**src/pkg/ssm_pkg.sv**
```systemverilog
package ssm_pkg;

  // Register byte offsets (low address byte decoded)
  localparam logic [7:0] OFS_CTRL   = 8'h00;
  localparam logic [7:0] OFS_INSTR  = 8'h04;
  localparam logic [7:0] OFS_DADDR  = 8'h08;
  localparam logic [7:0] OFS_PC     = 8'h0c;
  localparam logic [7:0] OFS_SP     = 8'h10;
  localparam logic [7:0] OFS_LINK   = 8'h14;
  localparam logic [7:0] OFS_CC     = 8'h18;
  localparam logic [7:0] OFS_STATUS = 8'h1c;

  // Field positions
  localparam int unsigned CTRL_START    = 0;
  localparam int unsigned CTRL_CLR_DONE = 1;
  localparam int unsigned STAT_BUSY     = 0;
  localparam int unsigned STAT_DONE     = 1;
  localparam int unsigned STAT_ILLEGAL  = 2;
  localparam int unsigned CC_N          = 3;
  localparam int unsigned CC_Z          = 2;
  localparam int unsigned CC_V          = 1;
  localparam int unsigned CC_C          = 0;

  // Reset values
  localparam logic [15:0] RST_PC   = 16'h0000;
  localparam logic [15:0] RST_SP   = 16'h0000;
  localparam logic [15:0] RST_LINK = 16'h0000;
  localparam logic [3:0]  RST_CC   = 4'h0;

  localparam logic [15:0] WORD_STEP   = 16'h0002;
  localparam logic [1:0]  RESP_OKAY   = 2'h0;
  localparam logic [1:0]  RESP_SLVERR = 2'h2;

  // Opcodes, instruction bits 15:6
  localparam logic [9:0] OPC_SHRB    = 10'h232;
  localparam logic [9:0] OPC_SHLW    = 10'h033;
  localparam logic [9:0] OPC_SHLB    = 10'h233;
  localparam logic [9:0] OPC_MARK    = 10'h034;
  localparam logic [9:0] OPC_FROM_PI = 10'h035;
  localparam logic [9:0] OPC_FROM_PD = 10'h235;
  localparam logic [9:0] OPC_TO_PI   = 10'h036;

  typedef enum logic [2:0] {
    K_NONE    = 3'b000,
    K_SHRB    = 3'b001,
    K_SHLW    = 3'b010,
    K_SHLB    = 3'b011,
    K_MARK    = 3'b100,
    K_FROM_PI = 3'b101,
    K_FROM_PD = 3'b110,
    K_TO_PI   = 3'b111
  } ssm_kind_t;

  typedef enum logic [1:0] {
    S_IDLE  = 2'b00,
    S_LOAD  = 2'b01,
    S_STORE = 2'b10
  } ssm_state_t;

  function automatic ssm_kind_t ssm_decode(input logic [15:0] ir);
    ssm_kind_t k;
    k = K_NONE;
    case (ir[15:6])
      OPC_SHRB:    k = K_SHRB;
      OPC_SHLW:    k = K_SHLW;
      OPC_SHLB:    k = K_SHLB;
      OPC_MARK:    k = K_MARK;
      OPC_FROM_PI: k = K_FROM_PI;
      OPC_FROM_PD: k = K_FROM_PD;
      OPC_TO_PI:   k = K_TO_PI;
      default:     k = K_NONE;
    endcase
    return k;
  endfunction

endpackage

```
**src/pkg/ssm_alu_if.sv**
```systemverilog
`timescale 1ns/1ps
`default_nettype none
interface ssm_alu_if;
  import ssm_pkg::*;
  ssm_kind_t   kind;
  logic [15:0] operand;
  logic [3:0]  cc_in;
  logic [15:0] result;
  logic [3:0]  cc_out;
  modport ctrl (output kind, output operand, output cc_in, input result, input cc_out);
  modport alu  (input kind, input operand, input cc_in, output result, output cc_out);
endinterface
`default_nettype wire

```
**src/ssm_alu.sv**
```systemverilog
`timescale 1ns/1ps
`default_nettype none
module ssm_alu
  import ssm_pkg::*;
(
  // Operand and flags in, result and flags out
  ssm_alu_if.alu bus
);

  logic [7:0] r8;
  logic [15:0] r16;

  always_comb begin
    r8         = 8'h00;
    r16        = 16'h0000;
    bus.result = bus.operand;
    bus.cc_out = bus.cc_in;
    case (bus.kind)
      K_SHRB: begin
        r8                 = {bus.operand[7], bus.operand[7:1]};
        bus.result         = {8'h00, r8};
        bus.cc_out[CC_C]   = bus.operand[0];
        bus.cc_out[CC_N]   = r8[7];
        bus.cc_out[CC_Z]   = (r8 == 8'h00);
        bus.cc_out[CC_V]   = r8[7] ^ bus.operand[0];
      end
      K_SHLW: begin
        r16                = {bus.operand[15], bus.operand[13:0], 1'b0};
        bus.result         = r16;
        bus.cc_out[CC_C]   = bus.operand[14];
        bus.cc_out[CC_N]   = r16[15];
        bus.cc_out[CC_Z]   = (r16 == 16'h0000);
        bus.cc_out[CC_V]   = r16[15] ^ bus.operand[14];
      end
      K_SHLB: begin
        r8                 = {bus.operand[7], bus.operand[5:0], 1'b0};
        bus.result         = {8'h00, r8};
        bus.cc_out[CC_C]   = bus.operand[6];
        bus.cc_out[CC_N]   = r8[7];
        bus.cc_out[CC_Z]   = (r8 == 8'h00);
        bus.cc_out[CC_V]   = r8[7] ^ bus.operand[6];
      end
      K_FROM_PI, K_FROM_PD, K_TO_PI: begin
        // Carry is left alone on purpose
        bus.cc_out[CC_N]   = bus.operand[15];
        bus.cc_out[CC_Z]   = (bus.operand == 16'h0000);
        bus.cc_out[CC_V]   = 1'b0;
      end
      default: begin
        bus.result = bus.operand;
      end
    endcase
  end

endmodule
`default_nettype wire

```
**src/ssm_top.sv**
```systemverilog
// What this block does
// - The byte right shift keeps bit 7, puts old bit 0 in carry, sets N, Z and V as N xor C, and writes back.
// - The word left shift builds its result from bit 15, bits 13 to 0 moved up, and a zero in bit 0.
// - The word left shift puts old bit 14 into carry.
// - The word left shift takes N from result bit 15 and sets Z only for a zero result.
// - The word left shift then sets V to N xor C and stores the result to the destination.
// - The byte left shift keeps bit 7, moves bits 5 to 0 up, puts bit 6 in carry, and sets N, Z and V.
// - The frame unwind sets the stack pointer to PC plus 2 plus twice the six-bit count.
// - The frame unwind then copies the link register into the PC.
// - The frame unwind finally pops the word at the stack pointer into the link register.
// - The move from previous instruction space reads it there, drops SP by 2 and pushes in current space.
// - The move from previous data space reads it there, drops SP by 2 and pushes in current space.
// - Both moves from previous space set N and Z from the word and clear V.
// - The move to previous instruction space pops from the current stack and stores in previous space.
// - The move to previous instruction space sets N and Z from the popped word and clears V.
//
// Decided for this implementation: the register addresses and the AXI4-Lite interface to the registers.
`timescale 1ns/1ps
`default_nettype none
module ssm_top
  import ssm_pkg::*;
(
  // Clock and reset
  input  wire logic        aclk,
  input  wire logic        aresetn,
  // AXI4-Lite write
  input  wire logic [31:0] s_axi_awaddr,
  input  wire logic        s_axi_awvalid,
  output logic             s_axi_awready,
  input  wire logic [31:0] s_axi_wdata,
  input  wire logic [3:0]  s_axi_wstrb,
  input  wire logic        s_axi_wvalid,
  output logic             s_axi_wready,
  output logic [1:0]       s_axi_bresp,
  output logic             s_axi_bvalid,
  input  wire logic        s_axi_bready,
  // AXI4-Lite read
  input  wire logic [31:0] s_axi_araddr,
  input  wire logic        s_axi_arvalid,
  output logic             s_axi_arready,
  output logic [31:0]      s_axi_rdata,
  output logic [1:0]       s_axi_rresp,
  output logic             s_axi_rvalid,
  input  wire logic        s_axi_rready,
  // Memory and mapping unit
  output logic             mem_req,
  output logic             mem_we,
  output logic             mem_byte,
  output logic             mem_prev,
  output logic             mem_dspace,
  output logic [15:0]      mem_addr,
  output logic [15:0]      mem_wdata,
  output logic [5:0]       mem_dst_spec,
  input  wire logic        mem_ack,
  input  wire logic [15:0] mem_rdata
);

  typedef struct packed {
    ssm_state_t  st;
    logic [15:0] pc;
    logic [15:0] sp;
    logic [15:0] link;
    logic [15:0] instr;
    logic [15:0] daddr;
    logic [15:0] op;
    logic [3:0]  cc;
    logic        done;
    logic        illegal;
    logic        req;
    logic        we;
    logic        byte_op;
    logic        prev;
    logic        dspace;
    logic [15:0] addr;
    logic [15:0] wdata;
    logic [5:0]  spec;
    logic        aw_have;
    logic [7:0]  awaddr;
    logic        w_have;
    logic [31:0] wd;
    logic [3:0]  ws;
    logic        awready;
    logic        wready;
    logic        bvalid;
    logic [1:0]  bresp;
    logic        arready;
    logic        rvalid;
    logic [1:0]  rresp;
    logic [31:0] rdata;
  } ssm_top_state_t;

  ssm_top_state_t q;
  ssm_top_state_t d;
  ssm_kind_t      kind;
  logic           start;
  logic           clr;
  logic           ld_ack;
  logic [15:0]    rd_q;
  logic [3:0]     cc_q;

  ssm_alu_if alu_bus ();

  ssm_alu u_alu (
    .bus (alu_bus.alu)
  );

  function automatic logic [15:0] merge16(input logic [15:0] old, input logic [15:0] wd, input logic [1:0] ws);
    return {ws[1] ? wd[15:8] : old[15:8], ws[0] ? wd[7:0] : old[7:0]};
  endfunction

  function automatic logic is_byte(input ssm_kind_t k);
    return (k == K_SHRB) || (k == K_SHLB);
  endfunction

  assign kind            = ssm_decode(q.instr);
  assign ld_ack          = (q.st == S_LOAD) && q.req && mem_ack;
  assign alu_bus.kind    = kind;
  assign alu_bus.operand = mem_rdata;
  assign alu_bus.cc_in   = q.cc;

  always_comb begin
    d     = q;
    start = 1'b0;
    clr   = 1'b0;
    // Write channel capture, either order
    if (s_axi_awvalid && q.awready) begin
      d.aw_have = 1'b1;
      d.awaddr  = s_axi_awaddr[7:0];
    end
    if (s_axi_wvalid && q.wready) begin
      d.w_have = 1'b1;
      d.wd     = s_axi_wdata;
      d.ws     = s_axi_wstrb;
    end
    if (s_axi_bready && q.bvalid) begin
      d.bvalid = 1'b0;
    end
    if (q.aw_have && q.w_have && !q.bvalid) begin
      d.aw_have = 1'b0;
      d.w_have  = 1'b0;
      d.bvalid  = 1'b1;
      d.bresp   = RESP_OKAY;
      // Machine state is frozen to software while an instruction runs
      if (q.awaddr == OFS_CTRL) begin
        start = q.ws[0] & q.wd[CTRL_START];
        clr   = q.ws[0] & q.wd[CTRL_CLR_DONE];
      end else if (q.awaddr == OFS_INSTR) begin
        if (q.st == S_IDLE) d.instr = merge16(q.instr, q.wd[15:0], q.ws[1:0]);
      end else if (q.awaddr == OFS_DADDR) begin
        if (q.st == S_IDLE) d.daddr = merge16(q.daddr, q.wd[15:0], q.ws[1:0]);
      end else if (q.awaddr == OFS_PC) begin
        if (q.st == S_IDLE) d.pc = merge16(q.pc, q.wd[15:0], q.ws[1:0]);
      end else if (q.awaddr == OFS_SP) begin
        if (q.st == S_IDLE) d.sp = merge16(q.sp, q.wd[15:0], q.ws[1:0]);
      end else if (q.awaddr == OFS_LINK) begin
        if (q.st == S_IDLE) d.link = merge16(q.link, q.wd[15:0], q.ws[1:0]);
      end else if (q.awaddr == OFS_CC) begin
        if (q.st == S_IDLE && q.ws[0]) d.cc = q.wd[3:0];
      end else if (q.awaddr == OFS_STATUS) begin
        d.bresp = RESP_OKAY;
      end else begin
        d.bresp = RESP_SLVERR;
      end
    end
    // Read channel
    if (s_axi_rready && q.rvalid) begin
      d.rvalid = 1'b0;
    end
    if (s_axi_arvalid && q.arready) begin
      d.rvalid = 1'b1;
      d.rresp  = RESP_OKAY;
      d.rdata  = 32'h0000_0000;
      if (s_axi_araddr[7:0] == OFS_CTRL) begin
        d.rdata = 32'h0000_0000;
      end else if (s_axi_araddr[7:0] == OFS_INSTR) begin
        d.rdata[15:0] = q.instr;
      end else if (s_axi_araddr[7:0] == OFS_DADDR) begin
        d.rdata[15:0] = q.daddr;
      end else if (s_axi_araddr[7:0] == OFS_PC) begin
        d.rdata[15:0] = q.pc;
      end else if (s_axi_araddr[7:0] == OFS_SP) begin
        d.rdata[15:0] = q.sp;
      end else if (s_axi_araddr[7:0] == OFS_LINK) begin
        d.rdata[15:0] = q.link;
      end else if (s_axi_araddr[7:0] == OFS_CC) begin
        d.rdata[3:0] = q.cc;
      end else if (s_axi_araddr[7:0] == OFS_STATUS) begin
        d.rdata[STAT_BUSY]    = (q.st != S_IDLE);
        d.rdata[STAT_DONE]    = q.done;
        d.rdata[STAT_ILLEGAL] = q.illegal;
      end else begin
        d.rresp = RESP_SLVERR;
      end
    end
    // Completion below sets done after this clear, so a set wins
    if (clr) d.done = 1'b0;
    case (q.st)
      S_IDLE: begin
        if (start) begin
          d.done    = 1'b0;
          d.illegal = 1'b0;
          if (kind == K_NONE) begin
            d.illegal = 1'b1;
            d.done    = 1'b1;
          end else if (kind == K_MARK) begin
            d.sp = 16'(q.pc + WORD_STEP + {9'h000, q.instr[5:0], 1'b0});
            d.pc = q.link;
            d.st = S_LOAD;
          end else begin
            d.st = S_LOAD;
          end
        end
      end
      S_LOAD: begin
        if (!q.req) begin
          // Request stays up until the acknowledge; a new one needs a low cycle
          d.req     = 1'b1;
          d.we      = 1'b0;
          d.spec    = q.instr[5:0];
          d.byte_op = is_byte(kind);
          d.prev    = (kind == K_FROM_PI) || (kind == K_FROM_PD);
          d.dspace  = (kind != K_FROM_PI);
          d.addr    = ((kind == K_MARK) || (kind == K_TO_PI)) ? q.sp : q.daddr;
        end else if (mem_ack) begin
          d.req = 1'b0;
          d.op  = alu_bus.result;
          d.cc  = alu_bus.cc_out;
          d.st  = S_STORE;
          case (kind)
            K_MARK: begin
              d.link = mem_rdata;
              d.sp   = 16'(q.sp + WORD_STEP);
              d.st   = S_IDLE;
              d.done = 1'b1;
            end
            K_FROM_PI, K_FROM_PD: d.sp = 16'(q.sp - WORD_STEP);
            K_TO_PI: d.sp = 16'(q.sp + WORD_STEP);
            default: d.sp = q.sp;
          endcase
        end
      end
      S_STORE: begin
        if (!q.req) begin
          d.req     = 1'b1;
          d.we      = 1'b1;
          d.wdata   = q.op;
          d.spec    = q.instr[5:0];
          d.byte_op = is_byte(kind);
          d.prev    = (kind == K_TO_PI);
          d.dspace  = (kind != K_TO_PI);
          d.addr    = ((kind == K_FROM_PI) || (kind == K_FROM_PD)) ? q.sp : q.daddr;
        end else if (mem_ack) begin
          d.req  = 1'b0;
          d.we   = 1'b0;
          d.st   = S_IDLE;
          d.done = 1'b1;
        end
      end
      default: d.st = S_IDLE;
    endcase
    d.awready = !d.aw_have && !d.bvalid;
    d.wready  = !d.w_have && !d.bvalid;
    d.arready = !d.rvalid;
  end

  always_ff @(posedge aclk) begin
    if (!aresetn) begin
      q      <= '0;
      q.pc   <= RST_PC;
      q.sp   <= RST_SP;
      q.link <= RST_LINK;
      q.cc   <= RST_CC;
    end else begin
      q <= d;
    end
  end

  // Only the checks below read these
  always_ff @(posedge aclk) begin
    rd_q <= mem_rdata;
    cc_q <= q.cc;
  end

  assign s_axi_awready = q.awready;
  assign s_axi_wready  = q.wready;
  assign s_axi_bresp   = q.bresp;
  assign s_axi_bvalid  = q.bvalid;
  assign s_axi_arready = q.arready;
  assign s_axi_rdata   = q.rdata;
  assign s_axi_rresp   = q.rresp;
  assign s_axi_rvalid  = q.rvalid;
  assign mem_req       = q.req;
  assign mem_we        = q.we;
  assign mem_byte      = q.byte_op;
  assign mem_prev      = q.prev;
  assign mem_dspace    = q.dspace;
  assign mem_addr      = q.addr;
  assign mem_wdata     = q.wdata;
  assign mem_dst_spec  = q.spec;

  a_shrb_shift: assert property (@(posedge aclk) disable iff (!aresetn)
    (ld_ack && kind == K_SHRB) |=> (q.op[7:0] == {rd_q[7], rd_q[7:1]}) && (q.cc[CC_C] == rd_q[0])
      && (q.cc[CC_V] == (q.cc[CC_N] ^ q.cc[CC_C])) && (q.cc[CC_Z] == (q.op[7:0] == 8'h00)))
    else $error("byte right shift result or flags wrong");

  a_shlw_result: assert property (@(posedge aclk) disable iff (!aresetn)
    (ld_ack && kind == K_SHLW) |=> q.op == {rd_q[15], rd_q[13:0], 1'b0})
    else $error("word left shift result wrong");

  a_shlw_carry: assert property (@(posedge aclk) disable iff (!aresetn)
    (ld_ack && kind == K_SHLW) |=> q.cc[CC_C] == rd_q[14])
    else $error("word left shift carry wrong");

  a_shlw_nz_flags: assert property (@(posedge aclk) disable iff (!aresetn)
    (ld_ack && kind == K_SHLW) |=> (q.cc[CC_N] == rd_q[15]) && (q.cc[CC_Z] == ({rd_q[15], rd_q[13:0]} == 15'h0000)))
    else $error("word left shift N or Z wrong");

  a_shlw_v_store: assert property (@(posedge aclk) disable iff (!aresetn)
    (ld_ack && kind == K_SHLW) |=> (q.cc[CC_V] == (q.cc[CC_N] ^ q.cc[CC_C]))
      ##1 (mem_req && mem_we && mem_addr == q.daddr && mem_wdata == q.op))
    else $error("word left shift V or store wrong");

  a_shlb_shift: assert property (@(posedge aclk) disable iff (!aresetn)
    (ld_ack && kind == K_SHLB) |=> (q.op[7:0] == {rd_q[7], rd_q[5:0], 1'b0}) && (q.cc[CC_C] == rd_q[6])
      && (q.cc[CC_N] == rd_q[7]) && (q.cc[CC_V] == (rd_q[7] ^ rd_q[6])))
    else $error("byte left shift result or flags wrong");

  a_mark_sp_pc: assert property (@(posedge aclk) disable iff (!aresetn)
    (q.st == S_IDLE && start && kind == K_MARK) |=> (q.pc == $past(q.link))
      && (q.sp == 16'($past(q.pc) + WORD_STEP + {9'h000, q.instr[5:0], 1'b0})))
    else $error("frame unwind SP or PC wrong");

  a_mark_pop: assert property (@(posedge aclk) disable iff (!aresetn)
    (ld_ack && kind == K_MARK) |-> (mem_addr == q.sp && !mem_prev)
      ##1 (q.link == rd_q && q.sp == 16'($past(q.sp) + WORD_STEP) && q.st == S_IDLE))
    else $error("frame unwind pop wrong");

  a_from_pi_push: assert property (@(posedge aclk) disable iff (!aresetn)
    (ld_ack && kind == K_FROM_PI) |-> (mem_prev && !mem_dspace) ##1 (q.sp == 16'($past(q.sp) - WORD_STEP))
      ##1 (mem_req && mem_we && !mem_prev && mem_addr == q.sp))
    else $error("move from previous I space wrong");

  a_from_pd_push: assert property (@(posedge aclk) disable iff (!aresetn)
    (ld_ack && kind == K_FROM_PD) |-> (mem_prev && mem_dspace) ##1 (q.sp == 16'($past(q.sp) - WORD_STEP))
      ##1 (mem_req && mem_we && !mem_prev && mem_addr == q.sp))
    else $error("move from previous D space wrong");

  a_move_flags: assert property (@(posedge aclk) disable iff (!aresetn)
    (ld_ack && (kind == K_FROM_PI || kind == K_FROM_PD || kind == K_TO_PI)) |=> (q.cc[CC_N] == rd_q[15])
      && (q.cc[CC_Z] == (rd_q == 16'h0000)) && !q.cc[CC_V] && (q.cc[CC_C] == cc_q[CC_C]))
    else $error("previous space move flags wrong");

  a_to_pi_pop: assert property (@(posedge aclk) disable iff (!aresetn)
    (ld_ack && kind == K_TO_PI) |-> (mem_addr == q.sp && !mem_prev) ##1 (q.sp == 16'($past(q.sp) + WORD_STEP))
      ##1 (mem_req && mem_we && mem_prev && !mem_dspace && mem_addr == q.daddr))
    else $error("move to previous I space wrong");

  a_space_spec: assert property (@(posedge aclk) disable iff (!aresetn)
    (mem_req && q.st == S_LOAD) |-> (mem_dst_spec == q.instr[5:0])
      && (mem_prev == (kind == K_FROM_PI || kind == K_FROM_PD)))
    else $error("space selector or specifier wrong");

endmodule
`default_nettype wire

```
**config.mk**
```make
export PLATFORM = sky130hd
export DESIGN_NAME = ssm_top
export DESIGN_NICKNAME = d
export VERILOG_FILES = /design/src/pkg/ssm_pkg.sv /design/src/pkg/ssm_alu_if.sv /design/src/ssm_alu.sv /design/src/ssm_top.sv
export SDC_FILE = /design/constraint.sdc
export NUM_CORES = 1
export LEC_CHECK = 0
export ABC_AREA = 1
export BUFFER_PORTS_ARGS = -buffer_cell sky130_fd_sc_hd__buf_2
export CAP_MARGIN = 30
export CELL_PAD_IN_SITES_DETAIL_PLACEMENT = 0
export CELL_PAD_IN_SITES_GLOBAL_PLACEMENT = 2
export CORE_AREA = 2 2 193 195
export CTS_BUF_LIST = sky130_fd_sc_hd__clkbuf_2
export DETAILED_ROUTE_END_ITERATION = 8
export DIE_AREA = 0 0 195 197
export GPL_ROUTABILITY_DRIVEN = 1
export HOLD_SLACK_MARGIN = 0.12
export PLACE_DENSITY_LB_ADDON = 0.08
export SETUP_SLACK_MARGIN = 0.02
export SYNTH_ARGS = -nofsm -noshare
export SYNTH_HDL_FRONTEND = slang
export SYNTH_SLANG_ARGS = --single-unit
```
**constraint.sdc**
```tcl
create_clock -name aclk -period 7.6 [get_ports aclk]
set_clock_uncertainty 0.1 [all_clocks]
set_input_delay 0.38 -clock aclk [delete_from_list [all_inputs] [get_ports aclk]]
set_output_delay 0.38 -clock aclk [all_outputs]
set_load 0.01 [all_outputs]
```
==> flow_summary_export.csv <==
group,metric,value,unit
run,drv_cap,0,
die,core.rowCount,70,
synthesis,yosysMostFrequentCell,"nand2_1",
sta,min_period,3.94,ns
global_routing,grt_pass1_vias,11900,
layout,areaGrowthSynthToFinish,14.1,%
synthesis,synthArstFlopShare,0,
worst_hold_path,hold_path_class,"primary input to flop",
setup_path,cp-end-kind,"flop",
power,finalPower,0.00173,W
routing,vias,12800,
cts,clkLatencyLatePin,0.89,ns
layout,drive_above_1_share,0.0989,
synthesis,synth_edf_count,0,
die,die_w,195,µm
cts,htreeDepth,4,
sta,rsz0062_at_grt,"no",
synthesis,synth-seq-cells,198,
synthesis,synth_area_leaders,"dfxtp_1 (32%), nand2_1 (13%), o21ai_0 (10%)",
synthesis,synth_top_cells_by_count,"nand2_1 (414), o21ai_0 (252), a21oi_1 (214)",
placed_design,port_buffers,123,
synthesis,ys.flop_type,"dfxtp_1",
synthesis,synth_cell_types,47,
cts,clock-sinks,198,
routing,wl_per_cell,19.4,µm
placed_design,gp_congestion,0.892,
sta,slew_headroom,0.385,
setup_path,cp_num_buf_inv,2,
global_routing,track_usage,0.254,
synthesis,yosysSeqAreaShare,0.323,
routing,drtIter0Drc,1009,
cts,cts_buffers,17,
power,p_per_area,124,mW/mm²
sta,fmax,0.254,GHz
global_routing,grt_pass1_wl,72.9,mm
setup_path,cp_cell_sequence,"nor2_1 > nand2_1 > nor2_1 > nand2_1 > nand2_1 > buf_4 > inv_1 > ha_1 > or2_2 > nand3b_1 > nand2_1 > nand2_1 > nand3b_1 > nand3_1 > nand3_1 > nor2_1 > nor2_1",
synthesis,synth_cells,1911,
cts,cts_tree,"built",
global_routing,overflow,0,
setup_path,cpLargestDelayFamily,"simple AND/OR/NAND/NOR gates",
routing,viasPerCell,5.08,
die,die_y,197,µm
routing,drt_wl_total,48.8,mm
sta,tns,0,ns
die,start_util,0.338,
routing,ant_nets,0,
sta,tightest_slew,0.923,ns
synthesis,yosysTopAreaCell,"dfxtp_1",
routing,route.detailed.drc,0,
synthesis,netlist_area,0.0123,mm²
synthesis,synth.avg_cell_area,6.42,µm²
setup_path,crit_required,8.33,ns
cts,clk_pin_slew,0.31,ns
sta,hold_viol_final,0,
status,outcome,"finished, final reports clean",
die,io_pins,208,
sta,period_share,0.519,
setup_path,path_class,"flop to flop",
cts,clock_path_buffers,2,
sta,setup_viol,0,
setup_path,worst_ep_arrival_time,4.67,ns
setup_path,crit_slowest_cell,"ha_1",
synthesis,ys_warn_count,0,
power,p_leak,6.41,nW
power,max-vdd-ir-drop,0.0825,mV
sta,slew_viol_final,0,
setup_path,cpPeakStageDelay,0.52,ns
die,die-area,0.0384,mm²
die,core,0.0363,mm²
cts,post_cts_buffers,0,
routing,drtPass1Iterations,5,
global_routing,grt_max_degree,92,
global_routing,antenna_found_initial,2,
setup_path,crit_path_max_fanout,30,
placed_design,hpwl,36.7,mm
layout,nNetsFinal,2200,
setup_path,crit_path_start_kind,"flop",
setup_path,crit_top_cell,"nand2_1",
synthesis,synth_top_area_frac,0.323,
cts,root_buffer,"clkbuf_2",
[final cells by class]
cell class / instances / area (µm²)
clock buffers: 19 / 95.1
diodes: 2 / 5.00
fillers: 4075 / 22300
clock inverters: 11 / 62.6
flip-flops and latches: 198 / 3960
well taps: 468 / 586
inverters: 218 / 818
repair buffers: 249 / 1850
multi-input cells: 1357 / 6610
[path summary, 6_finish.rpt]
kind,from,slack (ns),cells after the start,endpoint
max,q[180],3.66,17,q[210]
min,s_axi_araddr[7],0.19,6,s_axi_rdata[4]
max reg2reg,q[180],3.66,17,q[210]
min reg2reg,q[148],0.38,2,mem_wdata[12]
[state kept, by name, indices dropped and copies added, names as in the netlist, 4 cells and up]
signal,cells
s_axi_rdata,16
mem_dst_spec,6
mem_wdata,16
mem_addr,16
alu_bus.cc_in,4
q,128
[kinds of logic after synthesis]
| group | count (synthesis) | share of synthesized area |
|---|---|---|
| flip-flops | 198 | 0.323 |
| other | 1 | 0.000306 |
| buffers and inverters | 373 | 0.143 |
| adder cells (fa/ha/maj) | 35 | 0.0369 |
| AO/OA/AOI/OAI | 511 | 0.218 |
| XOR/XNOR | 6 | 0.00429 |
| AND/OR/NAND/NOR | 787 | 0.275 |
[stage by stage]
stage | area, µm² | hold WS [ns] | cells | util | setup WS (ns)
final | 14000 | 0.193 | 2522 | 0.386 | 3.66
after global routing | 14000 | 0.132 | 2522 | 0.386 | 3.31
after CTS | 14000 | 0.123 | 2520 | 0.386 | 3.67
after detailed placement | 12700 | 0.351 | 2378 | 0.350 | 3.74
after global placement | 12700 | 0.347 | 2377 | 0.350 | 3.75
after floorplan | 12300 | 0.330 | 1928 | - | 4.77
[power breakdown]
part           leakage (nW)  internal, W  switching [W]  total [W]
clock                 0.106    0.0000799       0.000390   0.000470
sequential             1.60      0.00106      0.0000256    0.00108
combinational          4.70    0.0000771       0.000105   0.000182
total                  6.41      0.00121       0.000521    0.00173
[layer usage]
| metal | vias up | global-route usage | routed length, µm |
|---|---|---|---|
| met5 | - | 0 | 0 |
| li1 | 6445 | - | - |
| met4 | 0 | 0.0763 | 1200 |
| met3 | 52 | 0.0536 | 2680 |
| met2 | 323 | 0.409 | 22200 |
| met1 | 5986 | 0.341 | 22800 |
[worst register-to-register path: stages (launching register included)]
cell and delay, ns:
dfxtp_1 0.40, nor2_1 0.17, nand2_1 0.15, nor2_1 0.20
nand2_1 0.25, nand2_1 0.12, buf_4 0.34, inv_1 0.50
ha_1 0.52, or2_2 0.36, nand3b_1 0.10, nand2_1 0.12
nand2_1 0.11, nand3b_1 0.08, nand3_1 0.12, nand3_1 0.08
nor2_1 0.11, nor2_1 0.04
[layout by cell type (no fill, tap or decap), drive strengths merged, types with 4 or more instances in the layout]
cell type and instances:
a21oi 214, a31oi 4, a32oi 5, a41oi 5, buf 137, clkbuf 19
clkinv 9, conb 18, dfxtp 198, dlygate4sd3 112, ha 33, inv 218
nand2 418, nand3 92, nand3b 9, nand4 26, nor2 204, nor3 29
o211ai 12, o21ai 253, o22ai 11, xnor2 4
[what timing repair did]
action / in CTS / in global routing
hold endpoints to repair: 168 / 0
hold buffers: 112 / 0
endpoints found under the setup margin: 0 / 0
resized for setup: 0 / 0
Note: power is estimated with default switching activity, not from simulation.
